==> src/baro_defs.svh <==
// Offsets, field positions, command codes and timing figures of the sensor readout
`ifndef BARO_DEFS_SVH
`define BARO_DEFS_SVH

`define SLAVE_ADDR        7'h77
`define CTRL_REG_ADDR     8'hff
`define RESULT_REG_ADDR   8'hf6
`define CALIB_ONE_ADDR    8'hf8
`define CALIB_TWO_ADDR    8'hfa
`define CALIB_THREE_ADDR  8'hfc
`define CALIB_FOUR_ADDR   8'hfe
`define UNMAPPED_BYTE     8'h00

`define CTRL_SEL_BIT      2
`define CMD_TEMP_SLOW     8'h6e
`define CMD_TEMP_FAST     8'h6a
`define CMD_PRES_SLOW     8'hf4
`define CMD_PRES_FAST     8'hf0

`define TEMP_RES_BITS     13

`define CONV_PRES_TIME_US 34000
`define CONV_TEMP_TIME_US 9500
`define INT_HZ_SLOW       16384
`define INT_HZ_FAST       15625
`define PRESCALE_SLOW     2
`define PRESCALE_FAST     64
`define US_PER_S          1000000

`endif

==> src/baro_pkg.sv <==
// Types shared by the sensor readout modules
package baro_pkg;

  typedef enum logic [2:0] {
    ST_IDLE     = 3'h0,
    ST_ADDR     = 3'h1,
    ST_ACK_ADDR = 3'h3,
    ST_WR_BYTE  = 3'h2,
    ST_ACK_WR   = 3'h6,
    ST_RD_BYTE  = 3'h7,
    ST_RD_ACK   = 3'h5
  } i2c_state_t;

  typedef logic [15:0] word_t;

endpackage

==> src/calib_rom.sv <==
// Per-unit calibration store: four packed 16-bit words, registered read
`timescale 1ns/100ps
`include "baro_defs.svh"

module calib_rom #(
  parameter logic [13:0] COEF_ONE   = 14'h2132,
  parameter logic [8:0]  COEF_TWO   = 9'h100,
  parameter logic [8:0]  COEF_THREE = 9'h103,
  parameter logic [12:0] COEF_FOUR  = 13'h116d,
  parameter logic [6:0]  COEF_FIVE  = 7'h3c,
  parameter logic [11:0] COEF_SIX   = 12'hb37
) (
  input  wire logic                 i_mclk,
  input  wire logic                 i_reset,
  input  wire logic [1:0]           i_addr,
  output logic      [15:0]          o_rd_data
);

  // Coefficients are split across word boundaries exactly as the host unpacks them
  function automatic baro_pkg::word_t pack_word(input logic [1:0] idx);
    unique case (idx)
      2'h0: pack_word = {COEF_TWO[1:0], COEF_ONE};
      2'h1: pack_word = {COEF_TWO[8:2], COEF_THREE};
      2'h2: pack_word = {COEF_FIVE[2:0], COEF_FOUR};
      2'h3: pack_word = {COEF_FIVE[6:3], COEF_SIX};
    endcase
  endfunction

  baro_pkg::word_t rd_d;
  baro_pkg::word_t rd_q;

  always_comb begin
    rd_d = pack_word(i_addr);
  end

  always_ff @(posedge i_mclk or posedge i_reset) begin
    if (i_reset) begin
      rd_q <= 16'h0000;
    end else begin
      rd_q <= rd_d;
    end
  end

  assign o_rd_data = rd_q;

endmodule

==> src/conv_timer.sv <==
// Conversion clock prescaler and conversion duration timer
`timescale 1ns/100ps
`include "baro_defs.svh"

module conv_timer #(
  parameter int TICK_W = 10
) (
  input  wire logic                 i_mclk,
  input  wire logic                 i_reset,
  input  wire logic                 i_clear,
  input  wire logic                 i_conv_clk,
  input  wire logic                 i_clk_sel,
  input  wire logic                 i_start,
  input  wire logic                 i_pressure,
  output logic                      o_busy,
  output logic                      o_done
);

  // Longest time: round down to whole internal ticks
  localparam int PRES_SLOW = `CONV_PRES_TIME_US * `INT_HZ_SLOW / `US_PER_S;
  localparam int TEMP_SLOW = `CONV_TEMP_TIME_US * `INT_HZ_SLOW / `US_PER_S;
  localparam int PRES_FAST = `CONV_PRES_TIME_US * `INT_HZ_FAST / `US_PER_S;
  localparam int TEMP_FAST = `CONV_TEMP_TIME_US * `INT_HZ_FAST / `US_PER_S;
  localparam logic [5:0] DIV_SLOW = 6'(`PRESCALE_SLOW - 1);
  localparam logic [5:0] DIV_FAST = 6'(`PRESCALE_FAST - 1);

  function automatic logic [TICK_W-1:0] tick_limit(input logic pres, input logic sel);
    if (pres) begin
      tick_limit = sel ? TICK_W'(PRES_FAST - 1) : TICK_W'(PRES_SLOW - 1);
    end else begin
      tick_limit = sel ? TICK_W'(TEMP_FAST - 1) : TICK_W'(TEMP_SLOW - 1);
    end
  endfunction

  logic              clk_prev_q, clk_prev_d;
  logic [5:0]        pre_q, pre_d;
  logic [TICK_W-1:0] tick_q, tick_d;
  logic              busy_q, busy_d;
  logic              pres_q, pres_d;
  logic              sel_q, sel_d;
  logic              done_q, done_d;
  logic              conv_rise;

  // The conversion clock is only counted while it toggles; a stopped clock stalls the timer
  assign conv_rise = i_conv_clk & ~clk_prev_q;

  always_comb begin
    clk_prev_d = i_conv_clk;
    pre_d      = pre_q;
    tick_d     = tick_q;
    busy_d     = busy_q;
    pres_d     = pres_q;
    sel_d      = sel_q;
    done_d     = 1'b0;
    if (i_clear) begin
      pre_d  = 6'h00;
      tick_d = '0;
      busy_d = 1'b0;
      pres_d = 1'b0;
      sel_d  = 1'b0;
    end else if (!busy_q) begin
      if (i_start) begin
        busy_d = 1'b1;
        pres_d = i_pressure;
        sel_d  = i_clk_sel;
        pre_d  = 6'h00;
        tick_d = '0;
      end
    end else if (conv_rise) begin
      if (pre_q == (sel_q ? DIV_FAST : DIV_SLOW)) begin
        pre_d = 6'h00;
        if (tick_q == tick_limit(pres_q, sel_q)) begin
          busy_d = 1'b0;
          done_d = 1'b1;
        end else begin
          tick_d = tick_q + TICK_W'(1);
        end
      end else begin
        pre_d = pre_q + 6'h01;
      end
    end
  end

  always_ff @(posedge i_mclk or posedge i_reset) begin
    if (i_reset) begin
      clk_prev_q <= 1'b0;
      pre_q      <= 6'h00;
      tick_q     <= '0;
      busy_q     <= 1'b0;
      pres_q     <= 1'b0;
      sel_q      <= 1'b0;
      done_q     <= 1'b0;
    end else begin
      clk_prev_q <= clk_prev_d;
      pre_q      <= pre_d;
      tick_q     <= tick_d;
      busy_q     <= busy_d;
      pres_q     <= pres_d;
      sel_q      <= sel_d;
      done_q     <= done_d;
    end
  end

  assign o_busy = busy_q;
  assign o_done = done_q;
endmodule

==> src/baro_sensor_serial_readout.sv <==
// Two-wire serial slave of the pressure/temperature sensor with control and readout words
`timescale 1ns/100ps
`include "baro_defs.svh"

module baro_sensor_serial_readout (
  input  wire logic                 i_mclk,
  input  wire logic                 i_reset,
  input  wire logic                 i_clear_n,
  input  wire logic                 i_conv_clk,
  input  wire logic                 i_scl_in,
  input  wire logic                 i_sda_in,
  input  wire logic [15:0]          i_adc_temperature,
  input  wire logic [15:0]          i_adc_pressure,
  output logic                      o_scl_out,
  output logic                      o_scl_oe,
  output logic                      o_sda_out,
  output logic                      o_sda_oe,
  output logic                      o_conv_start,
  output logic                      o_conv_pressure,
  output logic                      o_conv_busy
);

  localparam logic [15:0] TEMP_KEEP = 16'hffff << (16 - `TEMP_RES_BITS);

  // A control value is a command only in one of its four documented encodings
  function automatic logic is_command(input logic [7:0] v);
    is_command = (v == `CMD_TEMP_SLOW) || (v == `CMD_TEMP_FAST) ||
                 (v == `CMD_PRES_SLOW) || (v == `CMD_PRES_FAST);
  endfunction

  function automatic logic is_pressure(input logic [7:0] v);
    is_pressure = (v == `CMD_PRES_SLOW) || (v == `CMD_PRES_FAST);
  endfunction

  baro_pkg::i2c_state_t state_q, state_d;
  logic             scl_prev_q, scl_prev_d;
  logic             sda_prev_q, sda_prev_d;
  logic [3:0]       cnt_q, cnt_d;
  logic [7:0]       sr_q, sr_d;
  logic             rw_q, rw_d;
  logic             drive_q, drive_d;
  logic [1:0]       byte_idx_q, byte_idx_d;
  logic [7:0]       ptr_q, ptr_d;
  logic             mack_q, mack_d;
  logic             lo_q, lo_d;
  logic [7:0]       tx_q, tx_d;
  logic             clk_sel_q, clk_sel_d;
  logic             start_q, start_d;
  logic             kind_q, kind_d;
  logic             start_evt, stop_evt, scl_rise, scl_fall;
  logic             clear;
  logic [7:0]       sr_next;
  baro_pkg::word_t  calib_word;
  baro_pkg::word_t  rd_word;
  baro_pkg::word_t  temp_q, temp_d;
  baro_pkg::word_t  pres_q, pres_d;
  logic             last_pres_q, last_pres_d;
  logic             conv_done;

  assign clear     = ~i_clear_n;
  assign start_evt = scl_prev_q & i_scl_in & sda_prev_q & ~i_sda_in;
  assign stop_evt  = scl_prev_q & i_scl_in & ~sda_prev_q & i_sda_in;
  assign scl_rise  = ~scl_prev_q & i_scl_in;
  assign scl_fall  = scl_prev_q & ~i_scl_in;
  assign sr_next   = {sr_q[6:0], i_sda_in};

  calib_rom u_calib_rom (
    .i_mclk    (i_mclk),
    .i_reset   (i_reset),
    .i_addr    (ptr_q[2:1]),
    .o_rd_data (calib_word)
  );

  conv_timer u_conv_timer (
    .i_mclk     (i_mclk),
    .i_reset    (i_reset),
    .i_clear    (clear),
    .i_conv_clk (i_conv_clk),
    .i_clk_sel  (clk_sel_q),
    .i_start    (start_q),
    .i_pressure (kind_q),
    .o_busy     (o_conv_busy),
    .o_done     (conv_done)
  );

  // Readout word selected by the pointer; unmapped pointers read as zero
  always_comb begin
    unique case (ptr_q)
      `RESULT_REG_ADDR:  rd_word = last_pres_q ? pres_q : temp_q;
      `CALIB_ONE_ADDR,
      `CALIB_TWO_ADDR,
      `CALIB_THREE_ADDR,
      `CALIB_FOUR_ADDR:  rd_word = calib_word;
      default:           rd_word = {`UNMAPPED_BYTE, `UNMAPPED_BYTE};
    endcase
  end

  // Serial protocol engine; outputs change one cycle after the sampled clock fall
  always_comb begin
    state_d    = state_q;
    scl_prev_d = i_scl_in;
    sda_prev_d = i_sda_in;
    cnt_d      = cnt_q;
    sr_d       = sr_q;
    rw_d       = rw_q;
    drive_d    = drive_q;
    byte_idx_d = byte_idx_q;
    ptr_d      = ptr_q;
    mack_d     = mack_q;
    lo_d       = lo_q;
    tx_d       = tx_q;
    clk_sel_d  = clk_sel_q;
    start_d    = 1'b0;
    kind_d     = kind_q;
    if (clear) begin
      state_d    = baro_pkg::ST_IDLE;
      cnt_d      = 4'h0;
      sr_d       = 8'h00;
      rw_d       = 1'b0;
      drive_d    = 1'b0;
      byte_idx_d = 2'h0;
      ptr_d      = 8'h00;
      mack_d     = 1'b0;
      lo_d       = 1'b0;
      tx_d       = 8'h00;
      clk_sel_d  = 1'b0;
      kind_d     = 1'b0;
    end else if (stop_evt) begin
      state_d = baro_pkg::ST_IDLE;
      drive_d = 1'b0;
    end else if (start_evt) begin
      state_d = baro_pkg::ST_ADDR;
      cnt_d   = 4'h0;
      drive_d = 1'b0;
    end else begin
      unique case (state_q)
        baro_pkg::ST_IDLE: begin
          drive_d = 1'b0;
        end
        baro_pkg::ST_ADDR: begin
          if (scl_rise) begin
            sr_d  = sr_next;
            cnt_d = cnt_q + 4'h1;
          end else if (scl_fall && cnt_q == 4'h8) begin
            if (sr_q[7:1] == `SLAVE_ADDR) begin
              state_d = baro_pkg::ST_ACK_ADDR;
              drive_d = 1'b1;
              rw_d    = sr_q[0];
            end else begin
              state_d = baro_pkg::ST_IDLE;
            end
          end
        end
        baro_pkg::ST_ACK_ADDR: begin
          if (scl_fall) begin
            cnt_d = 4'h0;
            if (rw_q) begin
              state_d = baro_pkg::ST_RD_BYTE;
              tx_d    = rd_word[15:8];
              lo_d    = 1'b1;
              drive_d = ~rd_word[15];
            end else begin
              state_d    = baro_pkg::ST_WR_BYTE;
              byte_idx_d = 2'h0;
              drive_d    = 1'b0;
            end
          end
        end
        baro_pkg::ST_WR_BYTE: begin
          if (scl_rise) begin
            sr_d  = sr_next;
            cnt_d = cnt_q + 4'h1;
          end else if (scl_fall && cnt_q == 4'h8) begin
            state_d = baro_pkg::ST_ACK_WR;
            drive_d = 1'b1;
            if (byte_idx_q == 2'h0) begin
              ptr_d = sr_q;
            end else if (byte_idx_q == 2'h1 && ptr_q == `CTRL_REG_ADDR) begin
              clk_sel_d = sr_q[`CTRL_SEL_BIT];
              if (is_command(sr_q) && !o_conv_busy) begin
                start_d = 1'b1;
                kind_d  = is_pressure(sr_q);
              end
            end
            if (byte_idx_q != 2'h3) begin
              byte_idx_d = byte_idx_q + 2'h1;
            end
          end
        end
        baro_pkg::ST_ACK_WR: begin
          if (scl_fall) begin
            state_d = baro_pkg::ST_WR_BYTE;
            cnt_d   = 4'h0;
            drive_d = 1'b0;
          end
        end
        baro_pkg::ST_RD_BYTE: begin
          if (scl_rise) begin
            cnt_d = cnt_q + 4'h1;
          end else if (scl_fall) begin
            if (cnt_q == 4'h8) begin
              state_d = baro_pkg::ST_RD_ACK;
              drive_d = 1'b0;
            end else begin
              drive_d = ~tx_q[3'(4'h7 - cnt_q)];
            end
          end
        end
        baro_pkg::ST_RD_ACK: begin
          if (scl_rise) begin
            mack_d = ~i_sda_in;
          end else if (scl_fall) begin
            if (mack_q) begin
              state_d = baro_pkg::ST_RD_BYTE;
              cnt_d   = 4'h0;
              tx_d    = lo_q ? rd_word[7:0] : rd_word[15:8];
              lo_d    = ~lo_q;
              drive_d = lo_q ? ~rd_word[7] : ~rd_word[15];
            end else begin
              state_d = baro_pkg::ST_IDLE;
            end
          end
        end
        default: begin
          state_d = baro_pkg::ST_IDLE;
          drive_d = 1'b0;
        end
      endcase
    end
  end

  always_ff @(posedge i_mclk or posedge i_reset) begin
    if (i_reset) begin
      state_q    <= baro_pkg::ST_IDLE;
      scl_prev_q <= 1'b1;
      sda_prev_q <= 1'b1;
      cnt_q      <= 4'h0;
      sr_q       <= 8'h00;
      rw_q       <= 1'b0;
      drive_q    <= 1'b0;
      byte_idx_q <= 2'h0;
      ptr_q      <= 8'h00;
      mack_q     <= 1'b0;
      lo_q       <= 1'b0;
      tx_q       <= 8'h00;
      clk_sel_q  <= 1'b0;
      start_q    <= 1'b0;
      kind_q     <= 1'b0;
    end else begin
      state_q    <= state_d;
      scl_prev_q <= scl_prev_d;
      sda_prev_q <= sda_prev_d;
      cnt_q      <= cnt_d;
      sr_q       <= sr_d;
      rw_q       <= rw_d;
      drive_q    <= drive_d;
      byte_idx_q <= byte_idx_d;
      ptr_q      <= ptr_d;
      mack_q     <= mack_d;
      lo_q       <= lo_d;
      tx_q       <= tx_d;
      clk_sel_q  <= clk_sel_d;
      start_q    <= start_d;
      kind_q     <= kind_d;
    end
  end

  // Results; a read during conversion still returns the previous word
  always_comb begin
    temp_d      = temp_q;
    pres_d      = pres_q;
    last_pres_d = last_pres_q;
    if (clear) begin
      temp_d      = 16'h0000;
      pres_d      = 16'h0000;
      last_pres_d = 1'b0;
    end else if (conv_done) begin
      last_pres_d = kind_q;
      if (kind_q) begin
        pres_d = i_adc_pressure;
      end else begin
        temp_d = i_adc_temperature & TEMP_KEEP;
      end
    end
  end

  always_ff @(posedge i_mclk or posedge i_reset) begin
    if (i_reset) begin
      temp_q      <= 16'h0000;
      pres_q      <= 16'h0000;
      last_pres_q <= 1'b0;
    end else begin
      temp_q      <= temp_d;
      pres_q      <= pres_d;
      last_pres_q <= last_pres_d;
    end
  end

  // Open drain: output level is always low, enable means pulling the wire low
  assign o_sda_out       = 1'b0;
  assign o_sda_oe        = drive_q;
  assign o_scl_out       = 1'b0;
  assign o_scl_oe        = 1'b0;
  assign o_conv_start    = start_q;
  assign o_conv_pressure = kind_q;
endmodule

==> config.mk <==
export PLATFORM = sky130hd
export DESIGN_NAME = baro_sensor_serial_readout
export DESIGN_NICKNAME = d
export VERILOG_FILES = /design/src/baro_pkg.sv /design/src/calib_rom.sv /design/src/conv_timer.sv /design/src/baro_sensor_serial_readout.sv
export VERILOG_INCLUDE_DIRS = /design/src
export SDC_FILE = /design/constraint.sdc
export NUM_CORES = 1
export LEC_CHECK = 0
export BUFFER_PORTS_ARGS = -buffer_cell sky130_fd_sc_hd__buf_2
export CORE_MARGIN = 4
export CORE_UTILIZATION = 60
export CTS_BUF_LIST = sky130_fd_sc_hd__clkbuf_16
export CTS_CLUSTER_DIAMETER = 100
export DETAILED_ROUTE_END_ITERATION = 10
export PLACE_DENSITY_LB_ADDON = 0.08
export SLEW_MARGIN = 20
export SYNTH_ARGS = -nofsm -noshare
export SYNTH_HDL_FRONTEND = slang
export SYNTH_SLANG_ARGS = --single-unit
==> constraint.sdc <==
create_clock -name i_mclk -period 3.9 [get_ports i_mclk]
set_input_delay 0.39 -clock i_mclk [delete_from_list [all_inputs] [get_ports i_mclk]]
set_output_delay 0.39 -clock i_mclk [all_outputs]
set_load 0.005 [all_outputs]
# After elaboration in Yosys (flattened, before gate mapping)
# Index checks and enable logic that the tools add are counted.
dict set report totals {
  ff_bits 112
  output_inout_bits 7
  input_bits 38
}
dict set report classes {
  order_cmp 1
  eq_ne 79
  n_reduce_logical 31
  n_bitwise 17
  n_mux 173
  add_sub_neg 5
}
# op count
set ops {}
lappend ops {{$mux W8} 21}
lappend ops {{$mux W16} 7}
lappend ops {{$mux W10} 11}
lappend ops {{$mux W1} 84}
lappend ops {{$ne A5 B5 Y1 const B} 13}
lappend ops {{$eq A8 B8 Y1 const B} 8}
lappend ops {{$pmux W16 S4} 1}
lappend ops {{$mux W3} 16}
lappend ops {{$mux W6} 7}
lappend ops {{$mux W4} 9}
lappend ops {{$ne A3 B3 Y1 const B} 12}
lappend ops {{$pmux W16 S2} 1}
lappend ops {{$ne A2 B1 Y1 const B} 12}
lappend ops {{$reduce_and A12 Y1} 2}
lappend ops {{$reduce_and A8 Y1} 3}
lappend ops {{$pmux W3 S7} 1}
lappend ops {{$mux W2} 9}
lappend ops {{$eq A8 B7 Y1 const B} 2}
lappend ops {{$ne A2 B2 Y1 const B} 8}
lappend ops {{$ne A4 B4 Y1 const B} 4}
lappend ops {{$pmux W8 S2} 1}
lappend ops {{$reduce_and A7 Y1} 2}
lappend ops {{$pmux W4 S3} 1}
lappend ops {{$reduce_and A4 Y1} 3}
lappend ops {{other kinds (34)} 68}

# Logic depth before layout (Yosys ltp)
# Gate-level depths: netlist of run 1.
dict set report logic_depth {
  ltp_word 14
  depth_mapped 8
}

# Hierarchy
# A second synthesis of run 1 with hierarchy kept.
dict set report unflattened {
  cells_unflattened 631
  area_unflattened_um2 5724.2
}
# module instances cells_each seq_area_each_um2 area_per_inst_um2
set by_module_without_submodules {}
lappend by_module_without_submodules {baro_sensor_serial_readout 1 448 1804.2 3960.0}
lappend by_module_without_submodules {conv_timer 1 152 525.5 1380.1}
lappend by_module_without_submodules {calib_rom 1 31 225.2 384.1}

# Worst setup path after synthesis of run 1
# Ideal clock, no wire load.
dict set report synth_path {
  kind {reg2reg}
  start {reg u_conv_timer.tick_q[4]}
  end {reg u_conv_timer.tick_q[6]}
  arrival_ps 1856
  setup_ps 120
  path_stages_with_launch 6
  path_buffers 0
  period_less_slack_ps 1976
  setup_slack_ps 1924
  cell_sequence {dfrtp_1 and2_1 or4_4 a221oi_4 a2111oi_2 a31o_2}
}
dict set report synth_between {
  elab_chain_len 6
  elab_cells_between_ends 9
  classes_between {add/sub: 1; eq/ne: 2; mux: 5; reduce/logical: 1}
}
# element line_no
set synth_lines {}
lappend synth_lines {{start, declared} conv_timer.sv:37} ;# logic [TICK_W-1:0] tick_q, tick_d;
lappend synth_lines {{start signal, assigned} conv_timer.sv:96} ;# tick_q <= tick_d;
lappend synth_lines {{$add A10 B1 Y10} conv_timer.sv:76} ;# tick_d = tick_q + TICK_W'(1);
lappend synth_lines {{$mux W10} conv_timer.sv:72} ;# if (tick_q == tick_limit(pres_q, sel_q)) begin
lappend synth_lines {{$mux W10} conv_timer.sv:70} ;# if (pre_q == (sel_q ? DIV_FAST : DIV_SLOW)) begin
lappend synth_lines {{$mux W10} conv_timer.sv:69} ;# end else if (conv_rise) begin
lappend synth_lines {{$mux W10} conv_timer.sv:61} ;# end else if (!busy_q) begin
lappend synth_lines {{$mux W10} conv_timer.sv:55} ;# if (i_clear) begin
# Parallel ways exist; a longest one is shown, timed or not. The select of a mux whose other input is x is not followed.
# A chain may end at the register's enable or synchronous reset.

# Final worst setup path of run 1
dict set report layout_path {
  start {reg state_q[1]}
  end {reg cnt_q[1]}
}
dict set report layout_between {
  elab_chain_len 6
  elab_cells_between_ends 19
  classes_between {eq/ne: 12; mux: 4; reduce/logical: 3}
}
# element line_no
set layout_lines {}
lappend layout_lines {{start, declared} baro_sensor_serial_readout.sv:35} ;# baro_pkg::i2c_state_t state_q, state_d;
lappend layout_lines {{start signal, assigned} baro_sensor_serial_readout.sv:234} ;# state_q <= baro_pkg::ST_IDLE;
lappend layout_lines {{start signal, assigned} baro_sensor_serial_readout.sv:250} ;# state_q <= state_d;
lappend layout_lines {{$eq A3 B3 Y1 (tied with other cells)} baro_sensor_serial_readout.sv:136} ;# unique case (state_q)
lappend layout_lines {{$reduce_or A3 Y1 (no source line) or $reduce_or A2 Y1 (tied branches)} n/a}
lappend layout_lines {{$pmux W4 S3} baro_sensor_serial_readout.sv:136}
lappend layout_lines {{$mux W4} baro_sensor_serial_readout.sv:131} ;# end else if (start_evt) begin
lappend layout_lines {{$mux W4} baro_sensor_serial_readout.sv:128} ;# end else if (stop_evt) begin
lappend layout_lines {{$mux W4} baro_sensor_serial_readout.sv:115} ;# if (clear) begin
lappend layout_lines {{end signal, assigned} baro_sensor_serial_readout.sv:253} ;# cnt_q <= cnt_d;
lappend layout_lines {{end, declared} baro_sensor_serial_readout.sv:38} ;# logic [3:0] cnt_q, cnt_d;
# Parallel ways exist; a longest one is shown, timed or not. The select of a mux whose other input is x is not followed.

==> impl_metrics.yaml, run 1 <==
grt:
  gr-usage-all-layers_pct: 24.8
  grt_max_degree: 79
  gr-total-overflow: 0
  grt_pass1_vias: 4227
  antenna_found_initial: 0
  grt_pass1_wl_um: 20700
yosys:
  yosysTopAreaCell: "dfrtp_1"
  synthArstFlopShare_pct: 100
  yosysMostFrequentCell: "nand2_1"
  synth_edf_count: 0
  netlist_top_cells_count: "nand2_1, dfrtp_1, nor2_1"
  yosys-top-cells-area: "dfrtp_1, nand2_1, mux2i_1"
  netlist.area_leader.share_pct: 45.9
  synth.avg_cell_area_um2: 9.03
  yosys_warnings: 0
  ys.flop_type: "dfrtp_1"
  syn_inst: 604
  ys_seq_area_share_pct: 46.8
  synth_cell_types: 73
  yosys_register_bits: 102
  synth_area_um2: 5460
detailed_routing:
  wirelength_um: 12400
  wl_per_cell_um: 16.7
  vias: 4498
  ant_nets: 0
  drtIter0Drc: 225
  vias_per_cell: 6.06
  dr.pass1.iters: 5
  drc_errors: 0
floorplan:
  start_util_pct: 62.3
  dieArea_um2: 10700
  rows: 34
  die_w_um: 103
  die_y_um: 103
  core_um2: 8760
  pin_count: 45
critical_path:
  startpoint: "state_q[1]"
  rrSetupSlack_ns: 1.47
  timing.rr.end: "cnt_q[1]"
  r2r_cells: 6
  end_kind: "flop"
  r2r_start: "state_q[1]"
  path_max_fanout: 16
  arrival_ns: 2.71
  cp-start-kind: "flop"
  cp-endpoint: "cnt_q[1]"
  crit_required_ns: 4.17
  worstSetupPathType: "flop to flop"
hold_path:
  hp-class: "primary input to flop"
  hp-start: "i_conv_clk"
clock_tree:
  root_buffer: "clkbuf_16"
  clk_pin_slew_worst_paths_ns: 0.07
  hold_buffers: 0
  cts_tree: "built"
  post_cts_resize_count: 0
  cts_setup_buffers: 0
  h-tree-depth: 3
  cts.sinks: 102
  cts_buffers: 9
  cts_buffer_depth: 2
  clk_latency_ns: 0.35
run:
  cap_violations: 0
sta:
  setup_viol: 0
  min_period_over_period_pct: 62.4
  skew_ns: 0.0107
  finalSetupTns_ns: 0
  rsz0062_at_grt: "false"
  whs_ns: 0.170
  slew_headroom_pct: 31.0
  finalHoldViolations: 0
  min_period_ns: 2.43
  worst_slew_pin_slew_ns: 1.03
  drv_slew: 0
  fmax_mhz: 411
placed_design:
  dp_hpwl_um: 8500
  gp_congestion: 0.909
  place_inst: 726
  portBuffers: 38
cells_and_area:
  utilization_pct: 68.3
  num-fill-cells: 705
  area_growth_pct: 9.68
  drive_above_1_share_pct: 12.1
  diodes: 0
  stdcell_count: 742
  fin_nets: 679
pwr:
  peakVddDrop_uv: 225
  powerDensity_nw_per_um2: 352
  p_leak_nw: 2.56
status:
  status: "complete, no violations"
cells in the final DEF (no fill, tap or decap), drive strengths merged, types with 8 or more instances in the layout:
master  count
mux2i      27
nand4       8
ha         12
a21oi      37
o21ai      45
nand3      28
nand2     116
inv        27
nor2       50
nor3        9
buf        42
dfrtp     100
clkbuf      9
sequential cells by signal, summed over array words and instances, names as in the netlist, 3 cells and up:
name / cells
u_conv_timer.pre_q: 6
u_conv_timer.tick_q: 10
tx_q: 8
u_calib_rom.o_rd_data: 9
state_q: 3
ptr_q: 8
sr_q: 8
pres_q: 16
cnt_q: 4
temp_q: 13
power by group:
group / internal, mW / total [mW] / switching (mW)
combinational: 0.0401 / 0.127 / 0.0864
clock: 0.449 / 0.887 / 0.438
sequential: 1.07 / 1.09 / 0.0167
total: 1.56 / 2.10 / 0.541
critical path, stage by stage, from the launching register on:
cell     delay, ns
dfrtp_1       0.65
inv_1         0.22
nor3_1        0.60
a22oi_1       0.23
a311o_1       0.34
nand2_1       0.14
mux2i_1       0.19
how the worst min path moves through the flow:
| stage | cells past startpoint | end | slack [ns] |
|---|---|---|---|
| floorplan | 0 | scl_prev_q | 0.39 |
| global placement | 2 | tx_q[4] | 0.44 |
| detailed placement | 2 | temp_q[12] | 0.45 |
| CTS | 1 | u_conv_timer.clk_prev_q | 0.17 |
| global route | 1 | u_conv_timer.clk_prev_q | 0.16 |
| finish | 1 | u_conv_timer.clk_prev_q | 0.17 |
layout make-up:
cell class	instances	area, µm²	share of cell area (%)
multi-input combinational	451	2690	45.0
sequential	102	2550	42.7
clock buffer	9	225	3.76
timing repair buffer	42	220	3.68
tap	108	135	2.26
inverter	23	88.8	1.48
clock inverter	7	67.6	1.13
cell families after synthesis:
kind of cell	Yosys count	synth area share [%]
other cells	2	0.138
mux	31	5.99
buf+inv	53	3.97
simple gates	252	21.3
xor+xnor	8	1.28
flops	102	46.8
compound gates	143	17.5
fa+ha+maj	13	2.94
stage by stage:
stage / power [mW] / setup WS [ns] / area, µm²
global placement: 1.23 / 1.38 / 5690
detailed placement: 1.24 / 1.35 / 5690
global route: 2.17 / 1.25 / 5980
finish: 2.10 / 1.47 / 5980
CTS: 2.11 / 1.52 / 5980
floorplan: 1.19 / 0.838 / 5460
per-layer routing:
layer / routed length (µm) / vias to the layer above / global-route usage [%]
met2: 6140 / 150 / 40.6
met5: 0 / - / 0
met4: 104 / 0 / 5.18
li1: - / 2173 / -
met1: 5390 / 2166 / 34.4
met3: 730 / 9 / 5.03
Note: power is estimated with default switching activity, not from simulation.
==> inputs of run 2 (changes only) <==
--- a/config.mk
+++ b/config.mk
@@ -8,7 +8,7 @@
 export LEC_CHECK = 0
 export BUFFER_PORTS_ARGS = -buffer_cell sky130_fd_sc_hd__buf_2
 export CORE_MARGIN = 4
-export CORE_UTILIZATION = 60
+export CORE_UTILIZATION = 54
 export CTS_BUF_LIST = sky130_fd_sc_hd__clkbuf_16
 export CTS_CLUSTER_DIAMETER = 100
 export DETAILED_ROUTE_END_ITERATION = 10
==> constraint.sdc (replaced) <==
create_clock -name i_mclk -period 1.95 [get_ports i_mclk]
set_input_delay 0.195 -clock i_mclk [delete_from_list [all_inputs] [get_ports i_mclk]]
set_output_delay 0.195 -clock i_mclk [all_outputs]
set_load 0.005 [all_outputs]
==> impl_metrics.yaml, run 2 (synthesized netlist as in run 1, its figures left out) <==
grt:
  grt_max_degree: 103
  gr-usage-all-layers_pct: 24.4
  antenna_found_initial: 0
  gr-total-overflow: 0
  grt_pass1_wl_um: 22600
  grt_pass1_vias: 4608
clock_tree:
  root_buffer: "clkbuf_16"
  cts_tree: "built"
  cts_buffers: 9
  cts.sinks: 102
  clk_pin_slew_worst_paths_ns: 0.07
  cts_buffer_depth: 2
  clk_latency_ns: 0.35
  h-tree-depth: 3
status:
  violations: "negative hold slack, negative setup slack"
  status: "finished with violations"
placed_design:
  dp_slack_ns: -0.0303
  dp_hpwl_um: 9210
  portBuffers: 38
  gp_congestion: 0.885
critical_path:
  cp-start-kind: "flop"
  worstSetupPathType: "flop to flop"
  path_max_fanout: 3
  end_kind: "flop"
  crit_required_ns: 2.19
  arrival_ns: 2.20
sta:
  finalHoldViolations: 26
  min_period_ns: 1.95
  min_period_over_period_pct: 100
  drv_slew: 0
  setup_viol: 2
  fin_ws_ns: -0.00403
  worst_slew_pin_slew_ns: 0.601
  slew_headroom_pct: 59.9
  fmax_mhz: 512
  skew_ns: 0.0100
  rsz0062_at_grt: "true"
  whs_ns: -0.0144
detailed_routing:
  wl_per_cell_um: 16.1
  drtIter0Drc: 301
  ant_nets: 0
  wirelength_um: 13400
  vias: 4725
  vias_per_cell: 5.69
  dr.pass1.iters: 5
  drc_errors: 0
floorplan:
  rows: 36
  die_y_um: 109
  dieArea_um2: 11800
  core_um2: 9820
  die_w_um: 109
  pin_count: 45
  start_util_pct: 55.6
cells_and_area:
  mostFrequentLayoutCell: "nand2_1"
  drive_above_1_share_pct: 25.0
  num-fill-cells: 835
  fin_nets: 742
  top_register: "pres_q"
  reg_top3: "pres_q: 16 flops, temp_q: 13 flops, u_conv_timer.tick_q: 10 flops"
  final_cell_mix: "nand2_1, dfrtp_1, buf_4"
  diodes: 0
  largest_reg_flops: 16
  utilization_pct: 68.2
  area_growth_pct: 22.7
run:
  cap_violations: 0
pwr:
  swShare_pct: 25.4
  clkPwrFrac_pct: 41.1
  p_leak_nw: 2.91
  peakVddDrop_uv: 752
  powerDensity_nw_per_um2: 633
  intPower_mw: 3.16
  p_seq_share_pct: 51.3
  combPwrFrac_pct: 7.7
  p_sw_mw: 1.08
hold_path:
  hp-class: "primary input to async pin"
run 2: cell count changes in the layout (fill, tap and decap cells not counted), moves of 3 or more:
cell,change
buf_4,+58
clkinvlp_4,+3
dfrtp_1,-5
dfrtp_2,+5
inv_1,-4
inv_2,+3
nor2_1,-4
nor2_2,+4
nor3_1,-3
o21ai_0,-3
run 2: critical path, stage by stage (launching register included):
cell	delay [ns]
dfrtp_1	0.39
inv_2	0.06
ha_1	0.13
nand3b_1	0.13
or3_1	0.34
o211ai_1	0.11
a221oi_2	0.11
a21oi_2	0.24
mux2_4	0.32
run 2: stage by stage:
stage	power (mW)	setup TNS [ns]	hold slack [ns]	std cells	instance area, µm²
6_report	4.23	-0.00763	-0.0144	830	6690
5_1_grt	4.39	-0.622	0.0159	830	6690
4_1_cts	4.24	0	0.0178	821	6480
3_5_place_dp	2.51	-0.130	0.337	803	6150
3_3_place_gp	2.51	-0.000766	0.318	803	6150
2_1_floorplan	2.38	-0.00574	0.199	606	5480
run 2: timing repair:
action,in CTS,in global routing
gates resized for setup,5,43
buffers inserted,0,10
hold buffers,2,0
setup endpoints to repair,9,26
pin swaps,2,10
cloned,0,0
endpoints found under the hold margin,2,0
run 2: layer usage:
metal  vias up  routed length (µm)  global-route usage (%)
met5         -                   0                       0
li1       2298                   -                       -
met2       133                6540                    38.7
met3        14                 686                    5.73
met1      2280                5990                    33.7
met4         0                 167                    6.67
run 2: area by class of cell:
type / instances / area (µm²) / area share (%)
multi-input combinational: 451 / 2850 / 42.6
clock buffer: 9 / 225 / 3.37
clock inverter: 7 / 58.8 / 0.879
sequential: 102 / 2560 / 38.3
tap: 133 / 166 / 2.49
inverter: 23 / 93.8 / 1.40
timing repair buffer: 105 / 736 / 11.0
run 2: power by group through the flow:
stage | Combinational (mW) | Clock [mW] | Sequential [mW]
6_report | 0.325 | 1.74 | 2.17
5_1_grt | 0.366 | 1.85 | 2.17
4_1_cts | 0.310 | 1.77 | 2.17
3_5_place_dp | 0.303 | 0 | 2.21
3_3_place_gp | 0.298 | 0 | 2.21
2_1_floorplan | 0.168 | 0 | 2.21
run 2: final timing paths:
kind                            from                     to  slack, ns  cells past startpoint
max reg2reg                 cnt_q[0]             state_q[1]     -0.004                      8
min reg2reg                temp_q[5]              temp_q[5]       0.47                      2
max                         cnt_q[0]             state_q[1]     -0.004                      8
max in group asynchronous    i_reset  u_conv_timer.pre_q[5]       1.52                      3
min in group i_mclk         i_sda_in             sda_prev_q       0.03                      1
min                          i_reset                sr_q[2]      -0.01                      3
==> inputs of run 3 (changes only) <==
--- a/config.mk
+++ b/config.mk
@@ -6,9 +6,9 @@
 export SDC_FILE = /design/constraint.sdc
 export NUM_CORES = 1
 export LEC_CHECK = 0
+export ABC_AREA = 1
 export BUFFER_PORTS_ARGS = -buffer_cell sky130_fd_sc_hd__buf_2
-export CORE_MARGIN = 4
-export CORE_UTILIZATION = 54
+export CORE_UTILIZATION = 55
 export CTS_BUF_LIST = sky130_fd_sc_hd__clkbuf_16
 export CTS_CLUSTER_DIAMETER = 100
 export DETAILED_ROUTE_END_ITERATION = 10
==> impl_metrics.yaml, run 3 <==
sta:
  rsz0062_at_grt: "false"
  setup_viol: 0
  finalSetupTns_ns: 0
  drv_slew: 0
  skew_ns: 0.00976
  slew_headroom_pct: 41.2
  whs_ns: -0.0301
  fin_ws_ns: 0.184
  finalHoldViolations: 20
  min_period_ns: 1.77
  worst_slew_pin_slew_ns: 0.882
  fmax_mhz: 566
  min_period_over_period_pct: 90.6
cells_and_area:
  diodes: 0
  fin_nets: 863
  num-fill-cells: 904
  reg_top3: "pres_q: 16 flops, temp_q: 13 flops, u_conv_timer.tick_q: 10 flops"
  top_register: "pres_q"
  area_growth_pct: 12.6
  final_cell_mix: "nand2_1, dfrtp_1, inv_1, nand3_1, nor2_1"
  mostFrequentLayoutCell: "nand2_1"
  drive_above_1_share_pct: 13.8
  largest_reg_flops: 16
grt:
  gr-total-overflow: 0
  antenna_found_initial: 0
  use_met1_pct: 38.3
  gr-max-usage-layer: "met2"
  grt_max_degree: 103
  grt_pass1_vias: 4786
  met2_usage_pct: 39.8
  gr-usage-all-layers_pct: 26.2
  grt_use_met3_pct: 5.76
  grt_pass1_wl_um: 22700
clock_tree:
  cts_buffers: 9
  h-tree-depth: 3
  cts_tree: "built"
  cts_setup_buffers: 0
  cts_buffer_depth: 2
  root_buffer: "clkbuf_16"
  clk_pin_slew_worst_paths_ns: 0.07
  cts.sinks: 102
  clk_latency_ns: 0.35
yosys:
  yosys_warnings: 0
  yosys.area_share.simple_pct: 31.3
  synth_top_family_by_area: "simple AND/OR/NAND/NOR gates"
  yosys_register_bits: 102
  synth_cell_types: 39
  ys.flop_type: "dfrtp_1"
  yosys-top-cells-area: "dfrtp_1, nand2_1, nand3_1"
  netlist.area_leader.share_pct: 43.7
  synthArstFlopShare_pct: 100
  synth.avg_cell_area_um2: 7.44
  synth_xor_area_share_pct: 1.07
  netlist_top_cells_count: "nand2_1, dfrtp_1, inv_1"
  synth_compound_area_share_pct: 11.2
  synth_fa_ha_area_share_pct: 2.62
  yosysTopAreaCell: "dfrtp_1"
  yosysMostFrequentCell: "nand2_1"
  synth_edf_count: 0
  synthMuxAreaShare_pct: 0
  synth_area_um2: 5730
  ys_seq_area_share_pct: 44.6
  syn_inst: 770
placed_design:
  gp_congestion: 0.932
  portBuffers: 38
  dp_hpwl_um: 9340
  dp_slack_ns: 0.158
status:
  violations: "negative hold slack"
  status: "finished with violations"
detailed_routing:
  ant_nets: 0
  wirelength_um: 13000
  vias_per_cell: 5.27
  drc_errors: 0
  drtIter0Drc: 312
  vias: 5012
  wl_per_cell_um: 13.7
  dr.pass1.iters: 5
floorplan:
  start_util_pct: 57.6
  dieArea_um2: 10800
  core_um2: 9950
  die_w_um: 104
  die_y_um: 104
  rows: 36
  pin_count: 45
critical_path:
  worstSetupPathType: "primary input to flop"
  cp-start-kind: "primary input"
  crit_required_ns: 2.24
  arrival_ns: 2.06
  path_max_fanout: 9
  end_kind: "flop"
  rrSetupSlack_ns: 0.19
run:
  cap_violations: 0
hold_path:
  hp-class: "primary input to async pin"
pwr:
  powerDensity_nw_per_um2: 707
  p_leak_nw: 3.18
  peakVddDrop_uv: 845
  power_mw: 4.56
## run 3: cell types whose count changed after synthesis, moves of 18 or more
cell     previous run  this run
a21oi_1            35         8
inv_1              23        95
mux2i_1            27         0
nand2_1           116       211
nand3_1            27        94
nor2_1             50        70
o21ai_0            45        63
## run 3: cells by family (layout without fill, tap and decap cells)
family	Yosys count	after routing
AO/OA/AOI/OAI	108	108
XOR/XNOR	7	7
adder cells (fa/ha/maj)	12	12
buffers and inverters	126	172
flip-flops	102	102
other	2	4
AND/OR/NAND/NOR	413	413
## run 3: where the power goes
group	switching, mW	internal, mW
registers	0.0344	2.17
logic	0.237	0.109
clock network	0.851	1.16
## run 3: layout make-up
class                   instances  area, µm²  share of cell area (%)
clock buffers                   9        225                    3.49
clock inverters                 7        111                    1.73
inverters                     102        389                    6.03
multi-input cells             544       2660                    41.3
flip-flops and latches        102       2560                    39.6
well taps                     133        166                    2.58
repair buffers                 54        343                    5.31
## run 3: path summary, 6_finish.rpt
path                                 startpoint                      to  cells after the start
max                                    i_scl_in                 tx_q[3]                     13
min                                     i_reset  u_conv_timer.tick_q[3]                      3
max reg2reg                            cnt_q[1]                ptr_q[6]                     11
min reg2reg                            o_sda_oe                o_sda_oe                      2
max in group asynchronous               i_reset                cnt_q[1]                      3
min in group i_mclk        i_adc_temperature[3]               temp_q[3]                      3
## run 3: what timing repair did
action,CTS,global route
gates resized for setup,0,2
endpoints found under the hold margin,3,0
hold buffers,3,0
setup endpoints to repair,0,9
## run 3: layer usage
| layer | vias up | share of wire (%) |
|---|---|---|
| met5 | - | 0 |
| met4 | 0 | 1.2 |
| met3 | 14 | 4.5 |
| met2 | 112 | 44 |
| met1 | 2332 | 50 |
| li1 | 2554 | - |
## run 3: worst max-delay path, stage by stage
cell	delay [ns]
dlygate4sd3_1	0.53
buf_2	0.14
inv_1	0.06
nand2_1	0.08
inv_1	0.11
nor2_1	0.07
nand2_1	0.08
inv_1	0.04
nor2_1	0.23
nand2_4	0.16
nor2_8	0.16
nand3_1	0.12
nand2_1	0.07
## run 3: per-stage QoR
stage	hold slack [ns]	instances	instance area, µm²	util, %
after floorplan	0.199	772	5740	-
after global placement	0.320	932	6080	61.1
after detailed placement	0.324	932	6080	61.1
after CTS	0.0189	951	6450	64.8
after global routing	0.0343	951	6450	64.8
final	-0.0301	951	6450	64.8
